**src/cfg_decode_pkg.sv**
```systemverilog
// Constants, types and field layouts for the configuration address decoder
package cfg_decode_pkg;

  // ----------------------------------------------------------------
  // Host I/O locations
  // ----------------------------------------------------------------
  localparam logic [15:0] IO_ADDR_PORT = 16'h0cf8;
  localparam logic [15:0] IO_DATA_WIN = 16'h0cfc;
  localparam logic [3:0] BE_FULL = 4'hf;

  // ----------------------------------------------------------------
  // Address port layout and reset values
  // ----------------------------------------------------------------
  localparam logic [31:0] ADDR_PORT_RESET = 32'h00000000;
  localparam logic [31:0] DATA_WIN_RESET = 32'h00000000;
  localparam logic [31:0] ADDR_PORT_MASK = 32'h80fffffc;
  localparam int ENABLE_BIT = 31;
  localparam int BUS_LSB = 16;
  localparam int DEV_LSB = 11;
  localparam int FN_LSB = 8;
  localparam int REG_LSB = 2;
  localparam logic [7:0] BUS_ZERO = 8'h00;
  localparam logic [4:0] DEV_LAST_INTERNAL = 5'h02;
  localparam logic [4:0] DEV_LAST_IDSEL = 5'h0f;
  localparam logic [2:0] FN_ONLY_INTERNAL = 3'h0;
  localparam logic [1:0] TYPE0_CODE = 2'h0;
  localparam logic [1:0] TYPE1_CODE = 2'h1;
  localparam logic [31:0] ABORT_DATA = 32'hffffffff;

  // ----------------------------------------------------------------
  // Types
  // ----------------------------------------------------------------
  typedef enum logic [2:0] {
    TGT_NONE = 3'h0,
    TGT_INTERNAL = 3'h1,
    TGT_HUB_T0 = 3'h2,
    TGT_HUB_T1 = 3'h3,
    TGT_GFX_T0 = 3'h4,
    TGT_GFX_T1 = 3'h5,
    TGT_ABORT = 3'h6
  } cfg_target_t;

  typedef struct packed {
    logic write;
    logic [15:0] addr;
    logic [3:0] byteEn;
    logic [31:0] wdata;
  } io_req_t;

  typedef struct packed {
    cfg_target_t target;
    logic [31:0] addr;
    logic [2:0] intSel;
  } cfg_route_t;

  typedef struct packed {
    cfg_route_t route;
    logic write;
    logic [3:0] byteEn;
    logic [31:0] wdata;
  } cfg_cycle_t;

endpackage : cfg_decode_pkg

```
**src/cfg_route_decode.sv**
```systemverilog
// Combinational target and address-image decode of the address port
`timescale 1ns/1ps
module cfg_route_decode (
  input wire logic [31:0] addrPort,
  input wire logic [7:0] secBus,
  input wire logic [7:0] subBus,
  output cfg_decode_pkg::cfg_route_t route
);

  // ----------------------------------------------------------------
  // Helpers
  // ----------------------------------------------------------------
  // One-hot select of a device line, zero when out of range
  function automatic logic [15:0] devOneHot(input logic [4:0] dev, input logic [4:0] last);
    logic [15:0] sel;
    sel = 16'h0000;
    if (dev <= last) begin
      sel = 16'h0001 << dev[3:0];
    end
    return sel;
  endfunction : devOneHot

  // Common low part: function, register and cycle type code
  function automatic logic [10:0] lowImage(input logic [31:0] a, input logic [1:0] code);
    return {a[cfg_decode_pkg::FN_LSB +: 3], a[cfg_decode_pkg::REG_LSB +: 6], code};
  endfunction : lowImage

  logic [7:0] bus;
  logic [4:0] dev;
  logic [2:0] fn;
  logic [15:0] idsel;
  logic [15:0] intHot;

  assign bus = addrPort[cfg_decode_pkg::BUS_LSB +: 8];
  assign dev = addrPort[cfg_decode_pkg::DEV_LSB +: 5];
  assign fn = addrPort[cfg_decode_pkg::FN_LSB +: 3];
  assign idsel = devOneHot(dev, cfg_decode_pkg::DEV_LAST_IDSEL);
  // Internal select reuses the line decode, cut to the three devices
  assign intHot = devOneHot(dev, cfg_decode_pkg::DEV_LAST_INTERNAL);

  // ----------------------------------------------------------------
  // Route selection by bus number, then device number
  // ----------------------------------------------------------------
  always_comb begin
    route.target = cfg_decode_pkg::TGT_NONE;
    route.addr = 32'h00000000;
    route.intSel = 3'h0;
    if (bus == cfg_decode_pkg::BUS_ZERO) begin
      if (dev <= cfg_decode_pkg::DEV_LAST_INTERNAL) begin
        if (fn == cfg_decode_pkg::FN_ONLY_INTERNAL) begin
          route.target = cfg_decode_pkg::TGT_INTERNAL;
          route.intSel = intHot[2:0];
          route.addr = {21'h000000, lowImage(addrPort, cfg_decode_pkg::TYPE0_CODE)};
        end else begin
          route.target = cfg_decode_pkg::TGT_ABORT;
        end
      end else begin
        // Hub carries the device number itself on its address bits
        route.target = cfg_decode_pkg::TGT_HUB_T0;
        route.addr = {16'h0000, dev, lowImage(addrPort, cfg_decode_pkg::TYPE0_CODE)};
      end
    end else if (bus == secBus) begin
      // Devices above the last line get no IDSEL and master-abort
      route.target = cfg_decode_pkg::TGT_GFX_T0;
      route.addr = {idsel, 5'h00, lowImage(addrPort, cfg_decode_pkg::TYPE0_CODE)};
    end else if (bus > secBus && bus <= subBus) begin
      route.target = cfg_decode_pkg::TGT_GFX_T1;
      route.addr = {8'h00, bus, dev, lowImage(addrPort, cfg_decode_pkg::TYPE1_CODE)};
    end else begin
      route.target = cfg_decode_pkg::TGT_HUB_T1;
      route.addr = {8'h00, bus, dev, lowImage(addrPort, cfg_decode_pkg::TYPE1_CODE)};
    end
  end

endmodule : cfg_route_decode

```
**src/config_address_decoder.sv**
```systemverilog
// Host I/O configuration address port, data window and cycle router
`timescale 1ns/1ps
module config_address_decoder (
  input wire logic clk_sys,
  input wire logic nrst,
  input wire logic ioReq,
  input wire cfg_decode_pkg::io_req_t ioCmd,
  output logic ioAck,
  output logic [31:0] ioRdata,
  output logic fwdReq,
  output cfg_decode_pkg::io_req_t fwdCmd,
  input wire logic fwdDone,
  input wire logic [31:0] fwdRdata,
  input wire logic [7:0] secBus,
  input wire logic [7:0] subBus,
  output logic cfgReq,
  output cfg_decode_pkg::cfg_cycle_t cfgCycle,
  input wire logic cfgDone,
  input wire logic [31:0] cfgRdata,
  input wire logic cfgMasterAbort,
  output logic gfxMasterAbort,
  output logic cfgEnable
);

  // ----------------------------------------------------------------
  // Types and state
  // ----------------------------------------------------------------
  typedef enum logic [1:0] {
    ST_IDLE = 2'h0,
    ST_CFG = 2'h1,
    ST_FWD = 2'h2
  } state_t;

  state_t state_r;
  state_t state_nxt;
  logic [31:0] addrPort_r;
  logic [31:0] ioRdata_r;
  logic ioAck_r;
  logic fwdReq_r;
  cfg_decode_pkg::io_req_t fwdCmd_r;
  logic cfgReq_r;
  cfg_decode_pkg::cfg_cycle_t cfgCycle_r;
  logic gfxMasterAbort_r;
  cfg_decode_pkg::cfg_route_t route;

  logic idle;
  logic hitAddr;
  logic hitWin;
  logic winOn;
  logic doAddr;
  logic doCfg;
  logic doAbort;
  logic doFwd;
  logic cfgEnd;
  logic fwdEnd;
  logic gfxTarget;

  // ----------------------------------------------------------------
  // Route decode of the current address port
  // ----------------------------------------------------------------
  cfg_route_decode u_route (
    .addrPort(addrPort_r),
    .secBus(secBus),
    .subBus(subBus),
    .route(route)
  );

  // ----------------------------------------------------------------
  // Request classification
  // ----------------------------------------------------------------
  // Requests arriving while busy are ignored; host waits for ack
  assign idle = (state_r == ST_IDLE);
  assign hitAddr = (ioCmd.addr[15:2] == cfg_decode_pkg::IO_ADDR_PORT[15:2]);
  assign hitWin = (ioCmd.addr[15:2] == cfg_decode_pkg::IO_DATA_WIN[15:2]);
  assign winOn = addrPort_r[cfg_decode_pkg::ENABLE_BIT];
  assign doAddr = ioReq && idle && hitAddr && (ioCmd.byteEn == cfg_decode_pkg::BE_FULL);
  assign doCfg = ioReq && idle && hitWin && winOn && (route.target != cfg_decode_pkg::TGT_ABORT);
  assign doAbort = ioReq && idle && hitWin && winOn && (route.target == cfg_decode_pkg::TGT_ABORT);
  // Partial port access, disabled window and foreign I/O all pass on
  assign doFwd = ioReq && idle && !doAddr && !doCfg && !doAbort;
  assign cfgEnd = (state_r == ST_CFG) && cfgDone;
  assign fwdEnd = (state_r == ST_FWD) && fwdDone;
  assign gfxTarget = (cfgCycle_r.route.target == cfg_decode_pkg::TGT_GFX_T0) ||
                     (cfgCycle_r.route.target == cfg_decode_pkg::TGT_GFX_T1);

  // ----------------------------------------------------------------
  // Sequencer
  // ----------------------------------------------------------------
  // Next state from the classified request and completions
  always_comb begin
    state_nxt = state_r;
    unique case (state_r)
      ST_IDLE: begin
        if (doCfg) begin
          state_nxt = ST_CFG;
        end else if (doFwd) begin
          state_nxt = ST_FWD;
        end
      end
      ST_CFG: begin
        if (cfgDone) begin
          state_nxt = ST_IDLE;
        end
      end
      ST_FWD: begin
        if (fwdDone) begin
          state_nxt = ST_IDLE;
        end
      end
      default: begin
        state_nxt = ST_IDLE;
      end
    endcase
  end

  // State register
  always_ff @(posedge clk_sys or negedge nrst) begin
    if (!nrst) begin
      state_r <= ST_IDLE;
    end else begin
      state_r <= state_nxt;
    end
  end

  // ----------------------------------------------------------------
  // Address port
  // ----------------------------------------------------------------
  // Reserved bits are masked at write so they always read zero
  always_ff @(posedge clk_sys or negedge nrst) begin
    if (!nrst) begin
      addrPort_r <= cfg_decode_pkg::ADDR_PORT_RESET;
    end else if (doAddr && ioCmd.write) begin
      addrPort_r <= ioCmd.wdata & cfg_decode_pkg::ADDR_PORT_MASK;
    end
  end

  // ----------------------------------------------------------------
  // Host answer
  // ----------------------------------------------------------------
  // One-cycle ack for every request taken
  always_ff @(posedge clk_sys or negedge nrst) begin
    if (!nrst) begin
      ioAck_r <= 1'b0;
    end else begin
      ioAck_r <= doAddr || doAbort || cfgEnd || fwdEnd;
    end
  end

  // Read data; holds the last port, window or forwarded read value between accesses
  always_ff @(posedge clk_sys or negedge nrst) begin
    if (!nrst) begin
      ioRdata_r <= cfg_decode_pkg::DATA_WIN_RESET;
    end else if (doAddr && !ioCmd.write) begin
      ioRdata_r <= addrPort_r;
    end else if (doAbort && !ioCmd.write) begin
      ioRdata_r <= cfg_decode_pkg::ABORT_DATA;
    end else if (cfgEnd && !cfgCycle_r.write) begin
      ioRdata_r <= cfgMasterAbort ? cfg_decode_pkg::ABORT_DATA : cfgRdata;
    end else if (fwdEnd && !fwdCmd_r.write) begin
      ioRdata_r <= fwdRdata;
    end
  end

  // ----------------------------------------------------------------
  // Configuration cycle issue
  // ----------------------------------------------------------------
  // Request pulse; cycle fields hold until the next issue
  always_ff @(posedge clk_sys or negedge nrst) begin
    if (!nrst) begin
      cfgReq_r <= 1'b0;
    end else begin
      cfgReq_r <= doCfg;
    end
  end

  // Snapshot of route and host data at issue time
  always_ff @(posedge clk_sys or negedge nrst) begin
    if (!nrst) begin
      cfgCycle_r <= '0;
    end else if (doCfg) begin
      cfgCycle_r.route <= route;
      cfgCycle_r.write <= ioCmd.write;
      cfgCycle_r.byteEn <= ioCmd.byteEn;
      cfgCycle_r.wdata <= ioCmd.wdata;
    end
  end

  // Graphics-side master abort reported to the bridge status
  always_ff @(posedge clk_sys or negedge nrst) begin
    if (!nrst) begin
      gfxMasterAbort_r <= 1'b0;
    end else begin
      gfxMasterAbort_r <= cfgEnd && cfgMasterAbort && gfxTarget;
    end
  end

  // ----------------------------------------------------------------
  // Expansion bus forwarding
  // ----------------------------------------------------------------
  // Original cycle passes unchanged, byte enables included
  always_ff @(posedge clk_sys or negedge nrst) begin
    if (!nrst) begin
      fwdReq_r <= 1'b0;
    end else begin
      fwdReq_r <= doFwd;
    end
  end

  // Forwarded command held until the next forward
  always_ff @(posedge clk_sys or negedge nrst) begin
    if (!nrst) begin
      fwdCmd_r <= '0;
    end else if (doFwd) begin
      fwdCmd_r <= ioCmd;
    end
  end

  // ----------------------------------------------------------------
  // Outputs
  // ----------------------------------------------------------------
  assign ioAck = ioAck_r;
  assign ioRdata = ioRdata_r;
  assign fwdReq = fwdReq_r;
  assign fwdCmd = fwdCmd_r;
  assign cfgReq = cfgReq_r;
  assign cfgCycle = cfgCycle_r;
  assign gfxMasterAbort = gfxMasterAbort_r;
  assign cfgEnable = addrPort_r[cfg_decode_pkg::ENABLE_BIT];

  // Short names for the issued cycle and the port fields behind it
  cfg_decode_pkg::cfg_target_t issuedTgt;
  logic [31:0] issuedAddr;
  logic [7:0] portBus;
  logic [4:0] portDev;

  assign issuedTgt = cfgCycle_r.route.target;
  assign issuedAddr = cfgCycle_r.route.addr;
  assign portBus = addrPort_r[cfg_decode_pkg::BUS_LSB +: 8];
  assign portDev = addrPort_r[cfg_decode_pkg::DEV_LSB +: 5];
endmodule : config_address_decoder

```
**config.mk**
```make
export PLATFORM = sky130hd
export DESIGN_NAME = config_address_decoder
export DESIGN_NICKNAME = d
export VERILOG_FILES = /design/src/cfg_decode_pkg.sv /design/src/cfg_route_decode.sv /design/src/config_address_decoder.sv
export SDC_FILE = /design/constraint.sdc
export NUM_CORES = 1
export LEC_CHECK = 0
export ABC_AREA = 1
export BUFFER_PORTS_ARGS = -buffer_cell sky130_fd_sc_hd__clkbuf_2
export CORE_ASPECT_RATIO = 0.75
export CORE_MARGIN = 8
export CORE_UTILIZATION = 30
export CTS_CLUSTER_DIAMETER = 50
export DETAILED_ROUTE_END_ITERATION = 6
export PLACE_DENSITY_LB_ADDON = 0.3
export REMOVE_ABC_BUFFERS = 1
export SLEW_MARGIN = 10
export SYNTH_ARGS = -nofsm -noshare
export SYNTH_HDL_FRONTEND = slang
export SYNTH_SLANG_ARGS = --single-unit
```
**constraint.sdc**
```tcl
create_clock -name clk_sys -period 1.7 [get_ports clk_sys]
set_input_delay 0.17 -clock clk_sys [delete_from_list [all_inputs] [get_ports clk_sys]]
set_output_delay 0.17 -clock clk_sys [all_outputs]
set_load 0.03 [all_outputs]
```
Yosys cells after proc, flatten, opt, wreduce, memory -nomap -nowiden
Cells that the tools add are included.

Order comparisons: 4. Eq/ne operators: 13. Shifts and indexed selects: 1. Mux-type cells: 19. Reduce and logical (&&, ||, !) cells: 35.

Operators by type and width (number): $mux 32 (5); $mux 35 (4); $eq 14x10->1 const B (2); $logic_and 1x1->1 (20); $mux 16 (1); $shl 1x4->16 const A (1); $mux 14 (1); $eq 3x3->1 const B (3); $mux 3 (3); $eq 8x8->1 (1); $gt 8x8->1 (1); $le 8x8->1 (1); $logic_not 8->1 (1); $mux 2 (4); $logic_not 1->1 (6); $pmux 2 s3 (1); $le 5x2->1 const B (1); $le 5x4->1 const B (1); $eq 4x4->1 const B (1); $logic_or 1x1->1 (4); $ne 2x2->1 const B (2); $reduce_bool 4->1 (1); $logic_not 3->1 (1); $ne 3x1->1 const B (1); other kinds (5) (5).

Register bits: 189. Input port bits: 139. Output and inout bits: 165. Logic and storage cells: 89.

Longest topological paths before layout
Depth in word-level cells: 13. Mapped depth: 13. Depth with buffers taken out: 13.

By module
From an unflattened synthesis, not the netlist that was laid out.

Cells, all modules: 1162. Area total of the unflattened synthesis: 9185.1 sq um.

Modules (own cells, without submodules): config_address_decoder (instances 1, cells each 988, area an instance 8229.1 sq um, sequential area each 4729.5 sq um); cfg_route_decode (instances 1, cells each 174, area an instance 955.9 sq um, sequential area each 0.0 sq um).

Worst setup path before layout
No wires, ideal clock.

Path type: register -> register. From: reg addrPort_r[23]. To: reg cfgCycle_r, in the netlist issuedAddr[19]. Setup time: 77 ps. Arrival time: 1714 ps. Data required time: 1623 ps. Path slack: -92 ps. Cell stages (with the launch flop): 9. Path buffers: 1. Clock period less this slack: 1792 ps. Cells stage by stage: dfrtp_1 -> ha_1 -> nand2_1 -> nor2_1 -> nand4_2 -> nor2_1 -> buf_2 -> nand4_1 -> a21oi_1.

Cells in the longest elaborated chain, start to end: 7. Elaborated cells on any way between the ends: 10. Classes of those cells: order compare (2); eq/ne (2); mux (3); reduce/logical (3).

Ends and longest elaborated chain: start: declaration (line config_address_decoder.sv:36) `logic [31:0] addrPort_r;`; start signal: assignment (line config_address_decoder.sv:131) `addrPort_r <= cfg_decode_pkg::ADDR_PORT_RESET;`; start signal: assignment (line config_address_decoder.sv:133) `addrPort_r <= ioCmd.wdata & cfg_decode_pkg::ADDR_PORT_MASK;`; $gt 8x8->1 / $le 8x8->1 (equally long branches) (line cfg_route_decode.sv:66) `end else if (bus > secBus && bus <= subBus) begin`; $logic_and 1x1->1 (line cfg_route_decode.sv:66); $mux 35 (line cfg_route_decode.sv:66); $mux 35 (line cfg_route_decode.sv:62) `end else if (bus == secBus) begin`; $mux 35 * (line cfg_route_decode.sv:48) `if (bus == cfg_decode_pkg::BUS_ZERO) begin`; $ne 3x3->1 (line config_address_decoder.sv:77) `assign doCfg = ioReq && idle && hitWin && winOn && (route.target != cfg_decode_pkg::TGT_ABORT);`; $logic_and 1x1->1 (line config_address_decoder.sv:77); end: declaration (line config_address_decoder.sv:42) `cfg_decode_pkg::cfg_cycle_t cfgCycle_r;`.

Every way passes the cells marked *; elsewhere a longest branch is shown, timed or not. A chain may end at the register's enable or synchronous reset.

Worst setup path after layout
From: reg addrPort_r[23]. To: reg cfgCycle_r, in the netlist issuedAddr[16].

Same word-level chain as after synthesis.

==> impl_results.md <==
- Length of the first detailed-routing pass in iterations: 5
- Number of remaining DRC errors: 0
- CP Class: reg2reg
- Yosys warning total: 0
- CTS tree: built
- Average cell area after synthesis: 8.20 um^2
- Number of CTS-inserted buffers: 17
- Most frequent cell after synthesis: sky130_fd_sc_hd__nand2_1
- Num ports: 304
- Most used standard cells in the synthesized netlist: sky130_fd_sc_hd__nand2_1 (350), sky130_fd_sc_hd__dfrtp_1 (188), sky130_fd_sc_hd__nor2_1 (100), sky130_fd_sc_hd__o21ai_0 (80), sky130_fd_sc_hd__nand3_1 (70)
- Synth async-reset ratio: 100%
- Fill cells: 2782
- Final WS setup: -0.169 ns
- Clock Latency Late Sink: between 0.4 and 0.5 ns
- Die extent in y: 164 um
- Setup-failing EPs final: 122
- Area taken by multi-input logic gates: 4320 um^2
- Cell type with the largest total area after synthesis: sky130_fd_sc_hd__dfrtp_1
- Data required time at the worst endpoint: 2.05 ns
- Detailed placement HPWL: about 24 mm
- Fin crit period: roughly 1.9 ns
- Nature of the critical path startpoint: flip-flop
- Initial Util: 30.3%
- Global-route wire length before repair: 51.7 mm
- Outcome: finished, violations left
- Setup repair after global routing missed its margin: true
- Max-slew violation total from the final report: 0
- Sequential area share after synthesis: ~54%
- Final worst-path cycle share: 110%
- Crit path max fanout: 6
- Synthesis-stage register bit count: 188
- Floorplan die width: about 210 um
- Crit path DAT: about 2.2 ns
- Endpoint kind of the worst setup timing path: flip-flop
- Most frequently used flop master after synthesis: sky130_fd_sc_hd__dfrtp_1
- Number of antenna violations at the first check in global routing: 1
- Via count of the first global-routing pass: 8849
- P_leak: 7.58 nW
- Die Footprint: 35000 um^2
- Number of hold-slack violations in the final timing report: 0
- Area occupied by registers: 4710 um^2
- Most area-consuming cells after synthesis: sky130_fd_sc_hd__dfrtp_1 (54%), sky130_fd_sc_hd__nand2_1 (15%), sky130_fd_sc_hd__o21ai_0 (4.6%)
- Maximum buffer depth of the clock tree: 2
- Failing checks: negative setup slack
- # Max-Cap Violations: 0
- R2r setup slk: -0.17 ns
- Clock-pin slew on the worst setup and hold paths: 0.07 ns
- Ratio of routed vias to standard cells: 4.65
- Core outline area: between 20000 and 30000 um^2
- Worst hold margin: 0.0113 ns
- Synth Cell Area: roughly 8800 um^2
- Area Growth Syn to Fin: 63.6%
- Share of cells above drive strength 1: 45.3%
- Number of nets still failing antenna checks after routing: 0
- First-iteration detailed-routing DRC count: between 500 and 600
- Number of cells produced by synthesis: about 1100
- Finished layout cell area: 14300 um^2
- Total Nets Final: approximately 1700
- Worst vdd ir: just under 0.7 mV
- Routability congestion estimate: roughly 0.81
- Post-synth EDFFs: 0
- Largest net degree at the start of global routing: 44
- Buffers added on ports: 302
- Max Clk Rate: 535 MHz
- Row count: 54
- Post-Route Skew: 0.0163 ns
- Final core utilization: 49.6%
- Number of distinct library cells after synthesis: 36
- Total number of vias: 8966
- Root Buffer Master: sky130_fd_sc_hd__clkbuf_16
- Average wire length per cell after detail routing: approximately 19 um
- Placed cell area: 11400 um^2
- Total power after layout: 13.4 mW
- TritonCTS sink count: 188
- Total congestion overflow: 0
- Areal power density over the cells: 936 nW/um^2
- Class of the worst hold path: in2reg
- Clock H-tree levels: 4
- Top cell type's share of synthesized area: between 50% and 60%
- Overall fraction of global-route tracks in use: 19.2%
- Total wire length: roughly 37 mm
-- critical path, stage by stage (launching register included) --
cell,delay (ns)
sky130_fd_sc_hd__dfrtp_1,0.40
sky130_fd_sc_hd__buf_6,0.13
sky130_fd_sc_hd__nor2_4,0.09
sky130_fd_sc_hd__nand2_2,0.07
sky130_fd_sc_hd__nor2_4,0.13
sky130_fd_sc_hd__buf_6,0.11
sky130_fd_sc_hd__nand3b_1,0.15
sky130_fd_sc_hd__buf_4,0.19
sky130_fd_sc_hd__buf_6,0.12
sky130_fd_sc_hd__nand2_8,0.10
sky130_fd_sc_hd__clkbuf_16,0.17
sky130_fd_sc_hd__nand2_2,0.04
sky130_fd_sc_hd__o211ai_1,0.08
-- stage by stage --
stage / setup TNS (ns) / setup WS [ns] / instances
floorplan: -80.42 / -0.914 / 1013
global placement: -4.53 / -0.135 / 1800
detailed placement: -9.76 / -0.185 / 1800
CTS: -4.37 / -0.105 / 1894
global route: -23.45 / -0.257 / 1927
finish: -9.21 / -0.169 / 1928
-- state kept, by name, summed over array words and instances (netlist names) --
name,cells
addrPort_r,23
cfgCycle,40
cfgReq,1
fwdCmd,53
fwdReq,1
gfxMasterAbort,1
ioAck,1
ioRdata,32
issuedAddr,31
issuedTgt,3
state_r,2
-- cells in the final DEF (no fill, tap or decap), types with 3 or more instances in the layout --
cell type / synthesis / final
sky130_fd_sc_hd__clkbuf_2: 0 / 301
sky130_fd_sc_hd__nand2_1: 350 / 252
sky130_fd_sc_hd__dfrtp_1: 188 / 186
sky130_fd_sc_hd__nor2_1: 100 / 92
sky130_fd_sc_hd__buf_4: 10 / 74
sky130_fd_sc_hd__inv_1: 68 / 68
sky130_fd_sc_hd__nand2_2: 2 / 63
sky130_fd_sc_hd__a21oi_1: 53 / 48
sky130_fd_sc_hd__o21ai_1: 23 / 43
sky130_fd_sc_hd__o21ai_0: 80 / 38
sky130_fd_sc_hd__nand2_4: 1 / 38
sky130_fd_sc_hd__nand3_2: 0 / 36
sky130_fd_sc_hd__nand3_1: 70 / 34
sky130_fd_sc_hd__dlygate4sd3_1: 0 / 32
sky130_fd_sc_hd__clkbuf_16: 0 / 31
sky130_fd_sc_hd__buf_12: 0 / 27
sky130_fd_sc_hd__buf_6: 7 / 25
sky130_fd_sc_hd__o21ai_2: 0 / 22
sky130_fd_sc_hd__ha_1: 16 / 11
sky130_fd_sc_hd__nor3_1: 9 / 9
sky130_fd_sc_hd__nor2_4: 4 / 9
sky130_fd_sc_hd__or2_1: 8 / 8
sky130_fd_sc_hd__nand4_1: 8 / 8
sky130_fd_sc_hd__inv_2: 9 / 7
sky130_fd_sc_hd__buf_16: 0 / 7
sky130_fd_sc_hd__buf_8: 0 / 7
sky130_fd_sc_hd__a21oi_2: 0 / 5
sky130_fd_sc_hd__ha_4: 0 / 5
sky130_fd_sc_hd__nor2_2: 1 / 4
sky130_fd_sc_hd__clkinvlp_4: 0 / 4
sky130_fd_sc_hd__inv_8: 0 / 4
sky130_fd_sc_hd__nand3_4: 3 / 3
sky130_fd_sc_hd__clkinv_4: 0 / 3
sky130_fd_sc_hd__clkbuf_8: 0 / 3
sky130_fd_sc_hd__bufinv_16: 0 / 3
-- report_power, final --
| group | switching, mW | internal (mW) |
|---|---|---|
| logic | 2.39 | 1.27 |
| clock network | 1.93 | 2.44 |
| registers | 0.379 | 5.01 |
| total | 4.70 | 8.72 |
-- cells by family after synthesis --
logic type	count (synthesis)	share of synthesized area, %
buffers and inverters	135	7.05
AND/OR/NAND/NOR	564	27.2
AO/OA/AOI/OAI	165	9.70
adder cells (fa/ha/maj)	16	2.28
other	1	0.0428
flip-flops	188	53.7
-- per-layer routing --
layer	global-route usage, %	part of all wire (%)	vias to the layer above
met1	25.3	44	4301
met2	30.3	46	284
li1	-	-	4345
met4	4.38	1.7	2
met5	0	0.035	-
met3	6.25	7.8	34
-- layout make-up --
type	instances	area share [%]
Antenna cell	1	0.0175
Clock buffer	19	3.16
Clock inverter	13	1.26
Inverter	79	2.16
Multi-Input combinational cell	747	30.1
Sequential cell	188	32.8
Tap cell	392	3.42
Timing Repair Buffer	488	27.0
Timing Repair inverter	1	0.0785
-- what timing repair did --
action | 4_1_cts | 5_1_grt
gates cloned | 9 | 21
endpoints found under the setup margin | 127 | 184
buffers inserted | 21 | 13
hold buffers | 32 | 0
pin swaps | 27 | 65
endpoints found under the hold margin | 83 | 0
resized for setup | 81 | 237
-- worst paths after layout --
| path | start | to | depth (start not counted) |
|---|---|---|---|
| max reg2reg | addrPort_r[23] | issuedAddr[16] | 12 |
| min in group asynchronous | nrst | cfgCycle[15] | 2 |
| max | addrPort_r[23] | issuedAddr[16] | 12 |
| max in group asynchronous | nrst | addrPort_r[21] | 3 |
| min reg2reg | issuedTgt[1] | gfxMasterAbort | 1 |
| min | ioCmd[16] | fwdCmd[16] | 3 |
Power figures use the tool's default switching activity.
